### src/rtl/vcr_defines.vh
// Constants for the VC resource 0 capability register bank and its diagnostic registers.
`ifndef VCR_DEFINES_VH
`define VCR_DEFINES_VH

// Byte addresses of the registers on the AHB-Lite bus.
`define VCR_ADDR_CAP 32'h00000210
`define VCR_ADDR_DIAG_CTRL 32'h00000300
`define VCR_ADDR_DIAG_STATUS 32'h00000304
`define VCR_ADDR_DIAG_LAST 32'h00000308

// Capability field positions.
`define VCR_PARB_LSB 0
`define VCR_PARB_MSB 7
`define VCR_RSVD_LO_LSB 8
`define VCR_RSVD_LO_MSB 13
`define VCR_ADV_SW_BIT 14
`define VCR_SNOOP_REJ_BIT 15
`define VCR_TSLOT_LSB 16
`define VCR_TSLOT_MSB 22
`define VCR_RSVD_HI_BIT 23
`define VCR_TBLOFF_LSB 24
`define VCR_TBLOFF_MSB 31

// Arbitration scheme bit numbers inside the capability field.
`define VCR_ARB_FIXED_RR 0
`define VCR_ARB_WRR32 1
`define VCR_ARB_WRR64 2
`define VCR_ARB_WRR128 3
`define VCR_ARB_TWRR128 4
`define VCR_ARB_WRR256 5

// Fixed field values per port role.
`define VCR_PARB_UP 8'h03
`define VCR_PARB_DOWN 8'h01
`define VCR_TBLOFF_UP 8'h02
`define VCR_TBLOFF_DOWN 8'h00
`define VCR_ADV_SW_VAL 1'h0
`define VCR_SNOOP_REJ_VAL 1'h0
`define VCR_TSLOT_VAL 7'h00

// Diagnostic control fields and reset values.
`define VCR_CTRL_CLEAR_BIT 0
`define VCR_CTRL_COUNT_EN_BIT 1
`define VCR_CTRL_COUNT_EN_RST 1'h1

// Diagnostic status fields.
`define VCR_STS_IGNORED_BIT 0
`define VCR_STS_ROLE_BIT 1
`define VCR_STS_UNMAPPED_BIT 2
`define VCR_STS_LOCKED_BIT 3
`define VCR_STS_CNT_LSB 8
`define VCR_STS_CNT_MSB 15
`define VCR_CNT_MAX 8'hff

// Settle count at which the role strap is frozen, on the fourth cycle after reset release.
`define VCR_ROLE_SETTLE 2'h3

// AHB encodings.
`define VCR_HSIZE_WORD 3'h2
`define VCR_HRESP_OKAY 1'h0

`endif

### src/rtl/vcr_ahb_front.v
// AHB-Lite address-phase decode and data-phase write capture for the capability bank.
`timescale 1ns/1ps
`include "vcr_defines.vh"

module vcr_ahb_front
(
   // Clock and reset
   input wire core_clk,
   input wire resetn,
   // AHB-Lite address phase
   input wire hsel,
   input wire [31:0] haddr,
   input wire [1:0] htrans,
   input wire hwrite,
   input wire [2:0] hsize,
   input wire hready,
   // Decoded read request, valid in the address phase
   output wire rd_en,
   output wire [31:0] rd_addr,
   // Write request, valid in the data phase beside hwdata
   output reg wr_en,
   output reg [31:0] wr_addr,
   output reg wr_word_ok
);

   wire addr_phase;

   // A transfer is taken when selected, NONSEQ or SEQ, and the bus is ready.
   assign addr_phase = hsel & htrans[1] & hready;
   assign rd_en = addr_phase & ~hwrite;
   assign rd_addr = haddr;

   // Writes are held one cycle so that hwdata can be used in the data phase.
   always @(posedge core_clk)
   begin
      if (!resetn)
      begin
         wr_en <= 1'b0;
         wr_addr <= 32'h00000000;
         wr_word_ok <= 1'b0;
      end
      else
      begin
         wr_en <= addr_phase & hwrite;
         if (addr_phase & hwrite)
         begin
            wr_addr <= haddr;
            wr_word_ok <= (hsize == `VCR_HSIZE_WORD) && (haddr[1:0] == 2'h0);
         end
      end
   end

endmodule

### src/rtl/vcr_cap_word.v
// Builds the fixed capability word from the port role.
`timescale 1ns/1ps
`include "vcr_defines.vh"

module vcr_cap_word
(
   // Port role, high on the upstream port
   input wire is_upstream,
   // Capability word
   output wire [31:0] cap_word
);

   wire [31:0] up_word;
   wire [31:0] down_word;
   genvar i;

   // Both role images are constants, so each bit reduces to a wire or a tie.
   assign up_word = {`VCR_TBLOFF_UP, 1'b0, `VCR_TSLOT_VAL, `VCR_SNOOP_REJ_VAL, `VCR_ADV_SW_VAL,
                     6'h00, `VCR_PARB_UP};
   assign down_word = {`VCR_TBLOFF_DOWN, 1'b0, `VCR_TSLOT_VAL, `VCR_SNOOP_REJ_VAL,
                       `VCR_ADV_SW_VAL, 6'h00, `VCR_PARB_DOWN};

   // Per-bit selection between the upstream and downstream images.
   generate
      for (i = 0; i < 32; i = i + 1)
      begin : g_bit
         assign cap_word[i] = is_upstream ? up_word[i] : down_word[i];
      end
   endgenerate

endmodule

### src/rtl/vcr_cap_regs.v
// Top of the VC resource 0 capability register bank with an AHB-Lite slave port.
//
// Function
// - On the upstream port the arbitration capability field in bits 7 to 0 reads 0x3 and is read-only.
// - On a downstream port the arbitration capability field reads 0x1, fixed round robin only.
// - Each capability bit names one scheme, bit 0 fixed round robin up to bit 5 for 256 phases.
// - Bit 14, advanced packet switching, always reads zero.
// - Bit 15, snoop rejection, always reads zero.
// - The maximum time slots field in bits 22 to 16 always reads zero.
// - Bits 31 to 24 hold the arbitration table offset in 16-byte units from the structure base.
// - The table offset reads 0x2 on the upstream port and 0x0 on a downstream port.
//
// The port role comes from a strap pin. It is synchronised, followed for a few
// cycles after reset release and then frozen, so a glitch on the pin later in
// operation cannot change what configuration software has already read.
//
// Beside the capability word the bank offers three diagnostic registers: a
// control word that clears the status and gates the counter, a status word
// with sticky flags, the role and a count of dropped writes, and the address
// of the most recent dropped write or unmapped read.
`timescale 1ns/1ps
`include "vcr_defines.vh"

module vcr_cap_regs
(
   // Clock and reset
   input wire core_clk,
   input wire resetn,
   // Port role strap, high on the upstream port
   input wire port_upstream_pin,
   // AHB-Lite slave inputs
   input wire hsel,
   input wire [31:0] haddr,
   input wire [1:0] htrans,
   input wire hwrite,
   input wire [2:0] hsize,
   input wire hready,
   input wire [31:0] hwdata,
   // AHB-Lite slave outputs
   output reg [31:0] hrdata,
   output reg hreadyout,
   output reg hresp
);

   // Strap synchroniser and role capture.
   reg strap_meta;
   reg strap_sync;
   reg [1:0] settle_cnt;
   reg role_locked;
   reg port_is_upstream;

   // Diagnostic state.
   reg count_en;
   reg ignored_seen;
   reg unmapped_seen;
   reg [7:0] ignored_cnt;
   reg [31:0] last_addr;

   // Bus front end.
   wire rd_en;
   wire [31:0] rd_addr;
   wire wr_en;
   wire [31:0] wr_addr;
   wire wr_word_ok;

   // Capability word and decode terms.
   wire [31:0] cap_word;
   wire wr_ctrl;
   wire clear_req;
   wire ignored_evt;
   wire wr_unmapped;
   wire rd_unmapped;
   wire unmapped_evt;
   reg [31:0] next_rdata;
   reg [7:0] next_cnt;

   // Address decode and write capture.
   vcr_ahb_front u_front
   (
      .core_clk (core_clk),
      .resetn (resetn),
      .hsel (hsel),
      .haddr (haddr),
      .htrans (htrans),
      .hwrite (hwrite),
      .hsize (hsize),
      .hready (hready),
      .rd_en (rd_en),
      .rd_addr (rd_addr),
      .wr_en (wr_en),
      .wr_addr (wr_addr),
      .wr_word_ok (wr_word_ok)
   );

   // Fixed capability image for the captured role.
   vcr_cap_word u_cap
   (
      .is_upstream (port_is_upstream),
      .cap_word (cap_word)
   );

   // Two flip-flops bring the strap pin into the core clock domain.
   // The first stage may go metastable, so only the second stage is read
   // by any logic.
   always @(posedge core_clk)
   begin
      if (!resetn)
      begin
         strap_meta <= 1'b0;
         strap_sync <= 1'b0;
      end
      else
      begin
         strap_meta <= port_upstream_pin;
         strap_sync <= strap_meta;
      end
   end

   // The role follows the synchronised strap until the settle count runs out,
   // then it is frozen; until then the bank reports the image of the synchronised strap.
   // A strap that changes after the lock is ignored until the next reset.
   always @(posedge core_clk)
   begin
      if (!resetn)
      begin
         settle_cnt <= 2'h0;
         role_locked <= 1'b0;
         port_is_upstream <= 1'b0;
      end
      else if (!role_locked)
      begin
         port_is_upstream <= strap_sync;
         if (settle_cnt == `VCR_ROLE_SETTLE)
         begin
            role_locked <= 1'b1;
         end
         else
         begin
            settle_cnt <= settle_cnt + 2'h1;
         end
      end
   end

   // Write decode. Only the control register accepts data; everything else
   // is read-only or unmapped and the write is dropped and noted.
   // Writes act one cycle late, in the data phase, because hwdata only stands there.
   assign wr_ctrl = wr_en && (wr_addr == `VCR_ADDR_DIAG_CTRL) && wr_word_ok;
   assign clear_req = wr_ctrl && hwdata[`VCR_CTRL_CLEAR_BIT];
   assign ignored_evt = wr_en && !wr_ctrl;
   assign wr_unmapped = wr_en && (wr_addr != `VCR_ADDR_CAP) &&
                        (wr_addr != `VCR_ADDR_DIAG_CTRL) &&
                        (wr_addr != `VCR_ADDR_DIAG_STATUS) &&
                        (wr_addr != `VCR_ADDR_DIAG_LAST);
   assign rd_unmapped = rd_en && (rd_addr != `VCR_ADDR_CAP) &&
                        (rd_addr != `VCR_ADDR_DIAG_CTRL) &&
                        (rd_addr != `VCR_ADDR_DIAG_STATUS) &&
                        (rd_addr != `VCR_ADDR_DIAG_LAST);
   assign unmapped_evt = wr_unmapped | rd_unmapped;

   // Counting enable is the one software-steered setting in the bank.
   always @(posedge core_clk)
   begin
      if (!resetn)
      begin
         count_en <= `VCR_CTRL_COUNT_EN_RST;
      end
      else if (wr_ctrl)
      begin
         count_en <= hwdata[`VCR_CTRL_COUNT_EN_BIT];
      end
   end

   // Next ignored-write count: a clear restarts it, but an event in the same
   // cycle still counts, so no ignored write is ever lost to a clear.
   // The count saturates instead of wrapping, so a long burst of dropped
   // writes can never read back as a small number.
   always @*
   begin
      next_cnt = ignored_cnt;
      if (clear_req)
      begin
         next_cnt = (ignored_evt && count_en) ? 8'h01 : 8'h00;
      end
      else if (ignored_evt && count_en && (ignored_cnt != `VCR_CNT_MAX))
      begin
         next_cnt = ignored_cnt + 8'h01;
      end
   end

   // Sticky flags; a setting event beats a clear that lands in the same cycle.
   // An unmapped read is seen in its address phase, a dropped write in its
   // data phase, so both may arrive together and both are kept.
   always @(posedge core_clk)
   begin
      if (!resetn)
      begin
         ignored_seen <= 1'b0;
         unmapped_seen <= 1'b0;
         ignored_cnt <= 8'h00;
      end
      else
      begin
         ignored_cnt <= next_cnt;
         if (ignored_evt)
         begin
            ignored_seen <= 1'b1;
         end
         else if (clear_req)
         begin
            ignored_seen <= 1'b0;
         end
         if (unmapped_evt)
         begin
            unmapped_seen <= 1'b1;
         end
         else if (clear_req)
         begin
            unmapped_seen <= 1'b0;
         end
      end
   end

   // Address of the most recent dropped write or unmapped read; a write in its
   // data phase is older than a read in its address phase, so the read wins.
   always @(posedge core_clk)
   begin
      if (!resetn)
      begin
         last_addr <= 32'h00000000;
      end
      else if (rd_unmapped)
      begin
         last_addr <= rd_addr;
      end
      else if (ignored_evt)
      begin
         last_addr <= wr_addr;
      end
   end

   // Read multiplexer. Reserved and unmapped bits return zero.
   // A capability read taken inside the settle window may still show the
   // downstream image; software is expected to wait for the lock flag.
   always @*
   begin
      next_rdata = 32'h00000000;
      case (rd_addr)
         `VCR_ADDR_CAP:
         begin
            next_rdata = cap_word;
         end
         `VCR_ADDR_DIAG_CTRL:
         begin
            next_rdata[`VCR_CTRL_COUNT_EN_BIT] = count_en;
         end
         `VCR_ADDR_DIAG_STATUS:
         begin
            next_rdata[`VCR_STS_IGNORED_BIT] = ignored_seen;
            next_rdata[`VCR_STS_ROLE_BIT] = port_is_upstream;
            next_rdata[`VCR_STS_UNMAPPED_BIT] = unmapped_seen;
            next_rdata[`VCR_STS_LOCKED_BIT] = role_locked;
            next_rdata[`VCR_STS_CNT_MSB:`VCR_STS_CNT_LSB] = ignored_cnt;
         end
         `VCR_ADDR_DIAG_LAST:
         begin
            next_rdata = last_addr;
         end
         default:
         begin
            next_rdata = 32'h00000000;
         end
      endcase
   end

   // Read data is registered at the address-phase edge so the slave never
   // inserts wait states; the cost is that a read issued right behind a write
   // to the control register sees the status from before that write.
   // Unmapped addresses still answer OKAY with zero data, so software that
   // probes the map for optional registers never takes a bus fault.
   always @(posedge core_clk)
   begin
      if (!resetn)
      begin
         hrdata <= 32'h00000000;
         hreadyout <= 1'b1;
         hresp <= `VCR_HRESP_OKAY;
      end
      else
      begin
         hreadyout <= 1'b1;
         hresp <= `VCR_HRESP_OKAY;
         if (rd_en)
         begin
            hrdata <= next_rdata;
         end
         else
         begin
            hrdata <= 32'h00000000;
         end
      end
   end

endmodule

### config.mk
export PLATFORM = sky130hd
export DESIGN_NAME = vcr_cap_regs
export DESIGN_NICKNAME = d
export VERILOG_FILES = /design/src/rtl/vcr_ahb_front.v /design/src/rtl/vcr_cap_word.v /design/src/rtl/vcr_cap_regs.v
export VERILOG_INCLUDE_DIRS = /design/src /design/src/rtl
export SDC_FILE = /design/constraint.sdc
export NUM_CORES = 1
export LEC_CHECK = 0
export BUFFER_PORTS_ARGS = -buffer_cell sky130_fd_sc_hd__buf_2
export CORE_ASPECT_RATIO = 1.2
export CORE_MARGIN = 2
export CORE_UTILIZATION = 50
export DETAILED_ROUTE_END_ITERATION = 8
export GPL_ROUTABILITY_DRIVEN = 0
export PLACE_DENSITY = 0.75
export RECOVER_POWER = 100
export SYNTH_ARGS = -nofsm -noshare
export SYNTH_HDL_FRONTEND = slang
export SYNTH_HIERARCHICAL = 1
export SYNTH_SLANG_ARGS = --single-unit
export TNS_END_PERCENT = 30
### constraint.sdc
create_clock -name core_clk -period 2.6 [get_ports core_clk]
set_input_delay 0.26 -clock core_clk [delete_from_list [all_inputs] [get_ports core_clk]]
set_output_delay 0.26 -clock core_clk [all_outputs]
set_load 0.005 [all_outputs]
# ---- Word level (Yosys, flattened, before mapping)
# Cells that the tools add are included.
dict set report totals {
  wordCells 81
  in_bits 75
  ff_bits 115
  output_inout_bits 34
}
dict set report op_classes {
  n_eq_ne 16
  reduce_logical 24
  n_mux 16
  n_addsub 2
  bitwise 8
}
# op count
set op_table {}
lappend op_table {{$ne A32 B10 Y1 const B} 8}
lappend op_table {{$eq A32 B10 Y1 const B} 5}
lappend op_table {{$mux W32} 2}
lappend op_table {{$pmux W16 S2} 1}
lappend op_table {{$mux W8} 2}
lappend op_table {{$pmux W8 S2} 1}
lappend op_table {{$logic_and A1 B1 Y1} 15}
lappend op_table {{$add A8 B1 Y8 const B} 1}
lappend op_table {{$ne A8 B8 Y1 const B} 1}
lappend op_table {{$reduce_bool A2 Y1} 4}
lappend op_table {{$mux W1} 7}
lappend op_table {{$and A1 B1 Y1} 4}
lappend op_table {{$pmux W1 S4} 1}
lappend op_table {{$pmux W2 S2} 1}
lappend op_table {{$reduce_and A2 Y1} 2}
lappend op_table {{$eq A3 B2 Y1 const B} 1}
lappend op_table {{$not A1 Y1} 3}
lappend op_table {{$pmux W1 S3} 1}
lappend op_table {{$reduce_and A3 Y1} 1}
lappend op_table {{$add A2 B1 Y2 const B} 1}
lappend op_table {{$eq A2 B2 Y1 const B} 1}
lappend op_table {{$logic_not A2 Y1} 1}
lappend op_table {{$logic_not A1 Y1} 1}
lappend op_table {{$or A1 B1 Y1} 1}

# ---- Logic depth before layout (Yosys ltp)
dict set report depth {
  word_depth 9
  mapped_depth 8
  ltp_nobuf 6
}

# ---- Cells and area by module
# The synthesis kept the hierarchy.
# mod area_each_um2 cells_each seq_area_each_um2 n_inst
set modules_own_cells {}
lappend modules_own_cells {vcr_cap_regs 3808.7 405 1621.6 1}
lappend modules_own_cells {vcr_ahb_front 1649.1 181 680.7 1}
lappend modules_own_cells {vcr_cap_word 247.7 34 0.0 1}

# ---- Least setup slack after synthesis
# No wires, ideal clock.
dict set report synth_timing {
  kind {input to register}
  startpoint {input port haddr[20]}
  endpoint {register last_addr[16]}
  path_stages 7
  setup_slack_ps 610
  arrival_ps 1870
  t_required_ps 2480
  setup_time_ps 120
  n_path_buf 2
  path_cell_list {buf_4 > or4_4 > nand4b_4 > o31a_1 > buf_6 > a221oi_2 > nor2_1}
}
dict set report synth_via {
  elab_chain_len 6
  word_cells_on_any_way 10
  cone_classes {eq/ne: 4; mux: 1; reduce/logical: 5}
}
# item line_no
set synth_rtl {}
lappend synth_rtl {{from (decl)} vcr_cap_regs.v:33} ;# input wire [31:0] haddr,
lappend synth_rtl {{$ne A32 B10 Y1 (no source line)} -}
lappend synth_rtl {{$logic_and A1 B1 Y1 (3 in a row)} vcr_cap_regs.v:154} ;# assign rd_unmapped = rd_en && (rd_addr != `VCR_ADDR_CAP) &&
lappend synth_rtl {{$logic_and A1 B1 Y1 *} vcr_cap_regs.v:154}
lappend synth_rtl {{$mux W32 or $reduce_bool A2 Y1 (tied branches)} -}
lappend synth_rtl {{to (signal assigned)} vcr_cap_regs.v:233} ;# last_addr <= rd_addr;
lappend synth_rtl {{to (signal assigned)} vcr_cap_regs.v:237} ;# last_addr <= wr_addr;
lappend synth_rtl {{to (decl)} vcr_cap_regs.v:57} ;# reg [31:0] last_addr;
# Mark *: on every way between the ends. The rest lies on a longest branch, timed or not.
# A chain may end at the register's enable or synchronous reset.

# ---- Worst setup path after layout
dict set report layout_timing {
  startpoint {input port haddr[5]}
  endpoint {register hrdata[25]}
}
dict set report layout_via {
  elab_chain_len 2
  word_cells_on_any_way 3
  cone_classes {eq/ne: 2; mux: 1}
}
# item line_no
set layout_rtl {}
lappend layout_rtl {{$eq A32 B10 Y1 (on tied branches)} -}
lappend layout_rtl {{$pmux W16 S2 *} vcr_cap_regs.v:247} ;# case (rd_addr)
lappend layout_rtl {{to (signal assigned)} vcr_cap_regs.v:294} ;# hrdata <= next_rdata;
lappend layout_rtl {{to (decl)} vcr_cap_regs.v:40} ;# output reg [31:0] hrdata,
# Marked as above.

==> flow_metrics.py <==
metrics = {
    "yosys": {
        "synth_edf_count": 0,
        "yosysSeqAreaShare_pct": 40.35,
        "ys_ff_latch": 115,
        "syn_area_per_cell_sq_um": 9.202,
        "ys_warn_count": 6,
        "syn_area_sq_mm": 0.005705,
        "synthCells": 620,
        "async_flop_share_pct": 0,
        "synth-main-ff-cell": "dfxtp_1",
        "yosys.cell_types.count": 61,
    },
    "global_route": {
        "grt_pass1_vias": 4346,
        "grt_max_degree": 38,
        "overflow": 0,
        "antenna_found_initial": 1,
        "grtUsageTotal_pct": 22.28,
        "grt_pass1_wl_mm": 21.06,
    },
    "placed_design": {
        "hpwl_mm": 9.274,
        "port_buffers": 75,
    },
    "worst_setup_path": {
        "crit_start": "haddr[5]",
        "path_max_fanout": 20,
        "end_kind": "register",
        "worstPathRequired_ns": 2.95,
        "crit_type": "primary input to register",
        "start_kind": "primary input",
        "arrival_ns": 2.74,
        "r2r_start": "u_front/wr_addr[19]",
    },
    "floorplanning": {
        "start_util_pct": 51.46,
        "rows": 42,
        "die_x_um": 101.5,
        "dieArea_sq_mm": 0.01228,
        "ioPinCount": 109,
        "fp.dieH_um": 121.0,
        "core_sq_mm": 0.01109,
    },
    "timing": {
        "min_period_ns": 2.391,
        "rsz0062_at_grt": "false",
        "fmax_mhz": 418.2,
        "hold_violations": 0,
        "finalSetupTns_ns": 0,
        "relSlewSlack_pct": 20.92,
        "fin_skew_ns": 0.008541,
        "min_period_over_period_pct": 91.98,
        "timing.hold.ws_ns": 0.05538,
        "setup_viol": 0,
        "slew_violations": 0,
        "worst_pin_slew_ns": 1.174,
    },
    "run_status": {
        "status": "completed",
    },
    "layout": {
        "final_common_cell": "dfxtp_1",
        "num-fill-cells": 1042,
        "multi_input_area_sq_mm": 0.002516,
        "seq_area_sq_mm": 0.002303,
        "layout_common_cells": "dfxtp_1 (114), nand2_1 (77), nor2_1 (70)",
        "syn_to_final_growth_pct": 6.842,
        "nNetsFinal": 732,
        "drive_gt1_share_pct": 18.95,
    },
    "clock_tree": {
        "clockRootBuffer": "clkbuf_16",
        "tritoncts.num_buffers": 17,
        "clkLatencyLatePin_ns": 0.42,
        "path_clk_slew_ns": 0.06,
        "post_cts_buffers": 0,
        "hold_buffers": 0,
        "clock-sinks": 115,
        "cts_tree": "done",
        "htree_levels": 4,
        "cts_resized": 0,
        "clockBufferDepth": 2,
    },
    "detailed_routing": {
        "finalWirelength_mm": 13.47,
        "drc": 0,
        "drtIter0Drc": 308,
        "dr.pass1.iters": 5,
        "drt-wirelength-per-cell_um": 16.43,
        "vias_per_cell": 5.626,
        "vias": 4613,
        "ant_nets": 0,
    },
    "power_and_ir_drop": {
        "power.ir.vdd_worst_mv": 0.4892,
        "p_per_area_mw_per_mm2": 722.9,
        "power.leakage_nw": 2.224,
    },
    "worst_hold_path": {
        "hold_start": "port_upstream_pin",
        "hold_path.class": "primary input to register",
    },
    "flow_run": {
        "cap_violations": 0,
    },
}
-- flip-flops by register name, indices dropped and copies added, names as in the netlist, 2 cells and up --
register	count
last_addr	32
ignored_cnt	8
hrdata	32
settle_cnt	2
u_front/wr_addr	32
-- cell usage after synthesis (4+ instances only) --
cell / count / area share (%)
dfxtp_1: 115 / 40
nand2_1: 77 / 5.1
nor2_1: 70 / 4.6
buf_4: 67 / 8.8
a22oi_1: 31 / 4.1
o21ai_0: 30 / 2.6
a21boi_2: 29 / 5.7
a221oi_2: 25 / 6.6
a21oi_1: 20 / 1.8
clkbuf_1: 16 / 1.1
buf_2: 12 / 1.1
nor4_1: 12 / 1.3
a22o_1: 11 / 1.7
buf_6: 8 / 1.6
nand4_1: 6 / 0.66
mux2i_1: 5 / 0.88
nand3_1: 5 / 0.44
o21ai_1: 5 / 0.44
conb_1: 4 / 0.26
inv_1: 4 / 0.26
o31ai_1: 4 / 0.53
or4_1: 4 / 0.53
-- final timing paths --
check                                      end  slack, ns  depth (start not counted)
worst max-delay path                hrdata[25]       0.21                          7
worst min-delay path                strap_meta       0.06                          2
worst max register to register  ignored_cnt[5]       0.26                          5
worst min register to register      strap_sync       0.43                          1
-- metrics by stage --
stage	instance area, sq um	util (%)	setup WS [ns]	power (mW)	std cells
2_1_floorplan	5811	-	0.6104	2.143	648
3_3_place_gp	5784	52.17	0.3548	2.155	790
3_5_place_dp	5784	52.17	0.2877	2.167	790
4_1_cts	6357	57.33	0.3138	4.449	819
5_1_grt	6093	54.95	0.1074	4.543	819
6_report	6096	54.98	0.2085	4.406	820
-- critical path: stages --
cell and delay (ns):
buf_2 0.12, nor4b_2 0.53, nand4_1 0.31, nor4_2 0.29
clkbuf_1 0.82, a22oi_1 0.23, nor2_1 0.16
-- per-layer routing --
metal / up-vias / wire length [um] / GRT usage, %
met5: - / 0 / 0
met4: 0 / 297 / 10.64
met3: 27 / 991 / 5.991
met2: 200 / 6782 / 37.87
met1: 2185 / 5397 / 25.59
li1: 2201 / - / -
-- kinds of logic after synthesis --
kind of cell / Yosys count / synth area share [%]
other: 4 / 0.2631
AOI/OAI and AO/OA: 177 / 26.86
buffers and inverters: 110 / 13.55
DFF: 115 / 40.35
xor gates and xnor gates: 1 / 0.1535
adders and majority gates: 2 / 0.4385
and+or+nand+nor: 205 / 17.30
muxes: 6 / 1.075
-- power by group --
group          switching [mW]  internal, mW  leakage, nW  total (mW)
Clock                   0.761          1.53        0.283        2.29
Sequential             0.0368          1.81        0.931        1.85
Combinational           0.154         0.109         1.01       0.263
-- layout make-up --
cell class              instances  area share (%)
multi-input cells             423           41.28
clock inverters                 6           1.724
clock buffers                  23           7.677
well taps                     154           3.161
repair buffers                 94           8.087
diodes                          1         0.04105
flip-flops and latches        115           37.79
inverters                       4          0.2463
Note: power is estimated with default switching activity, not from simulation.
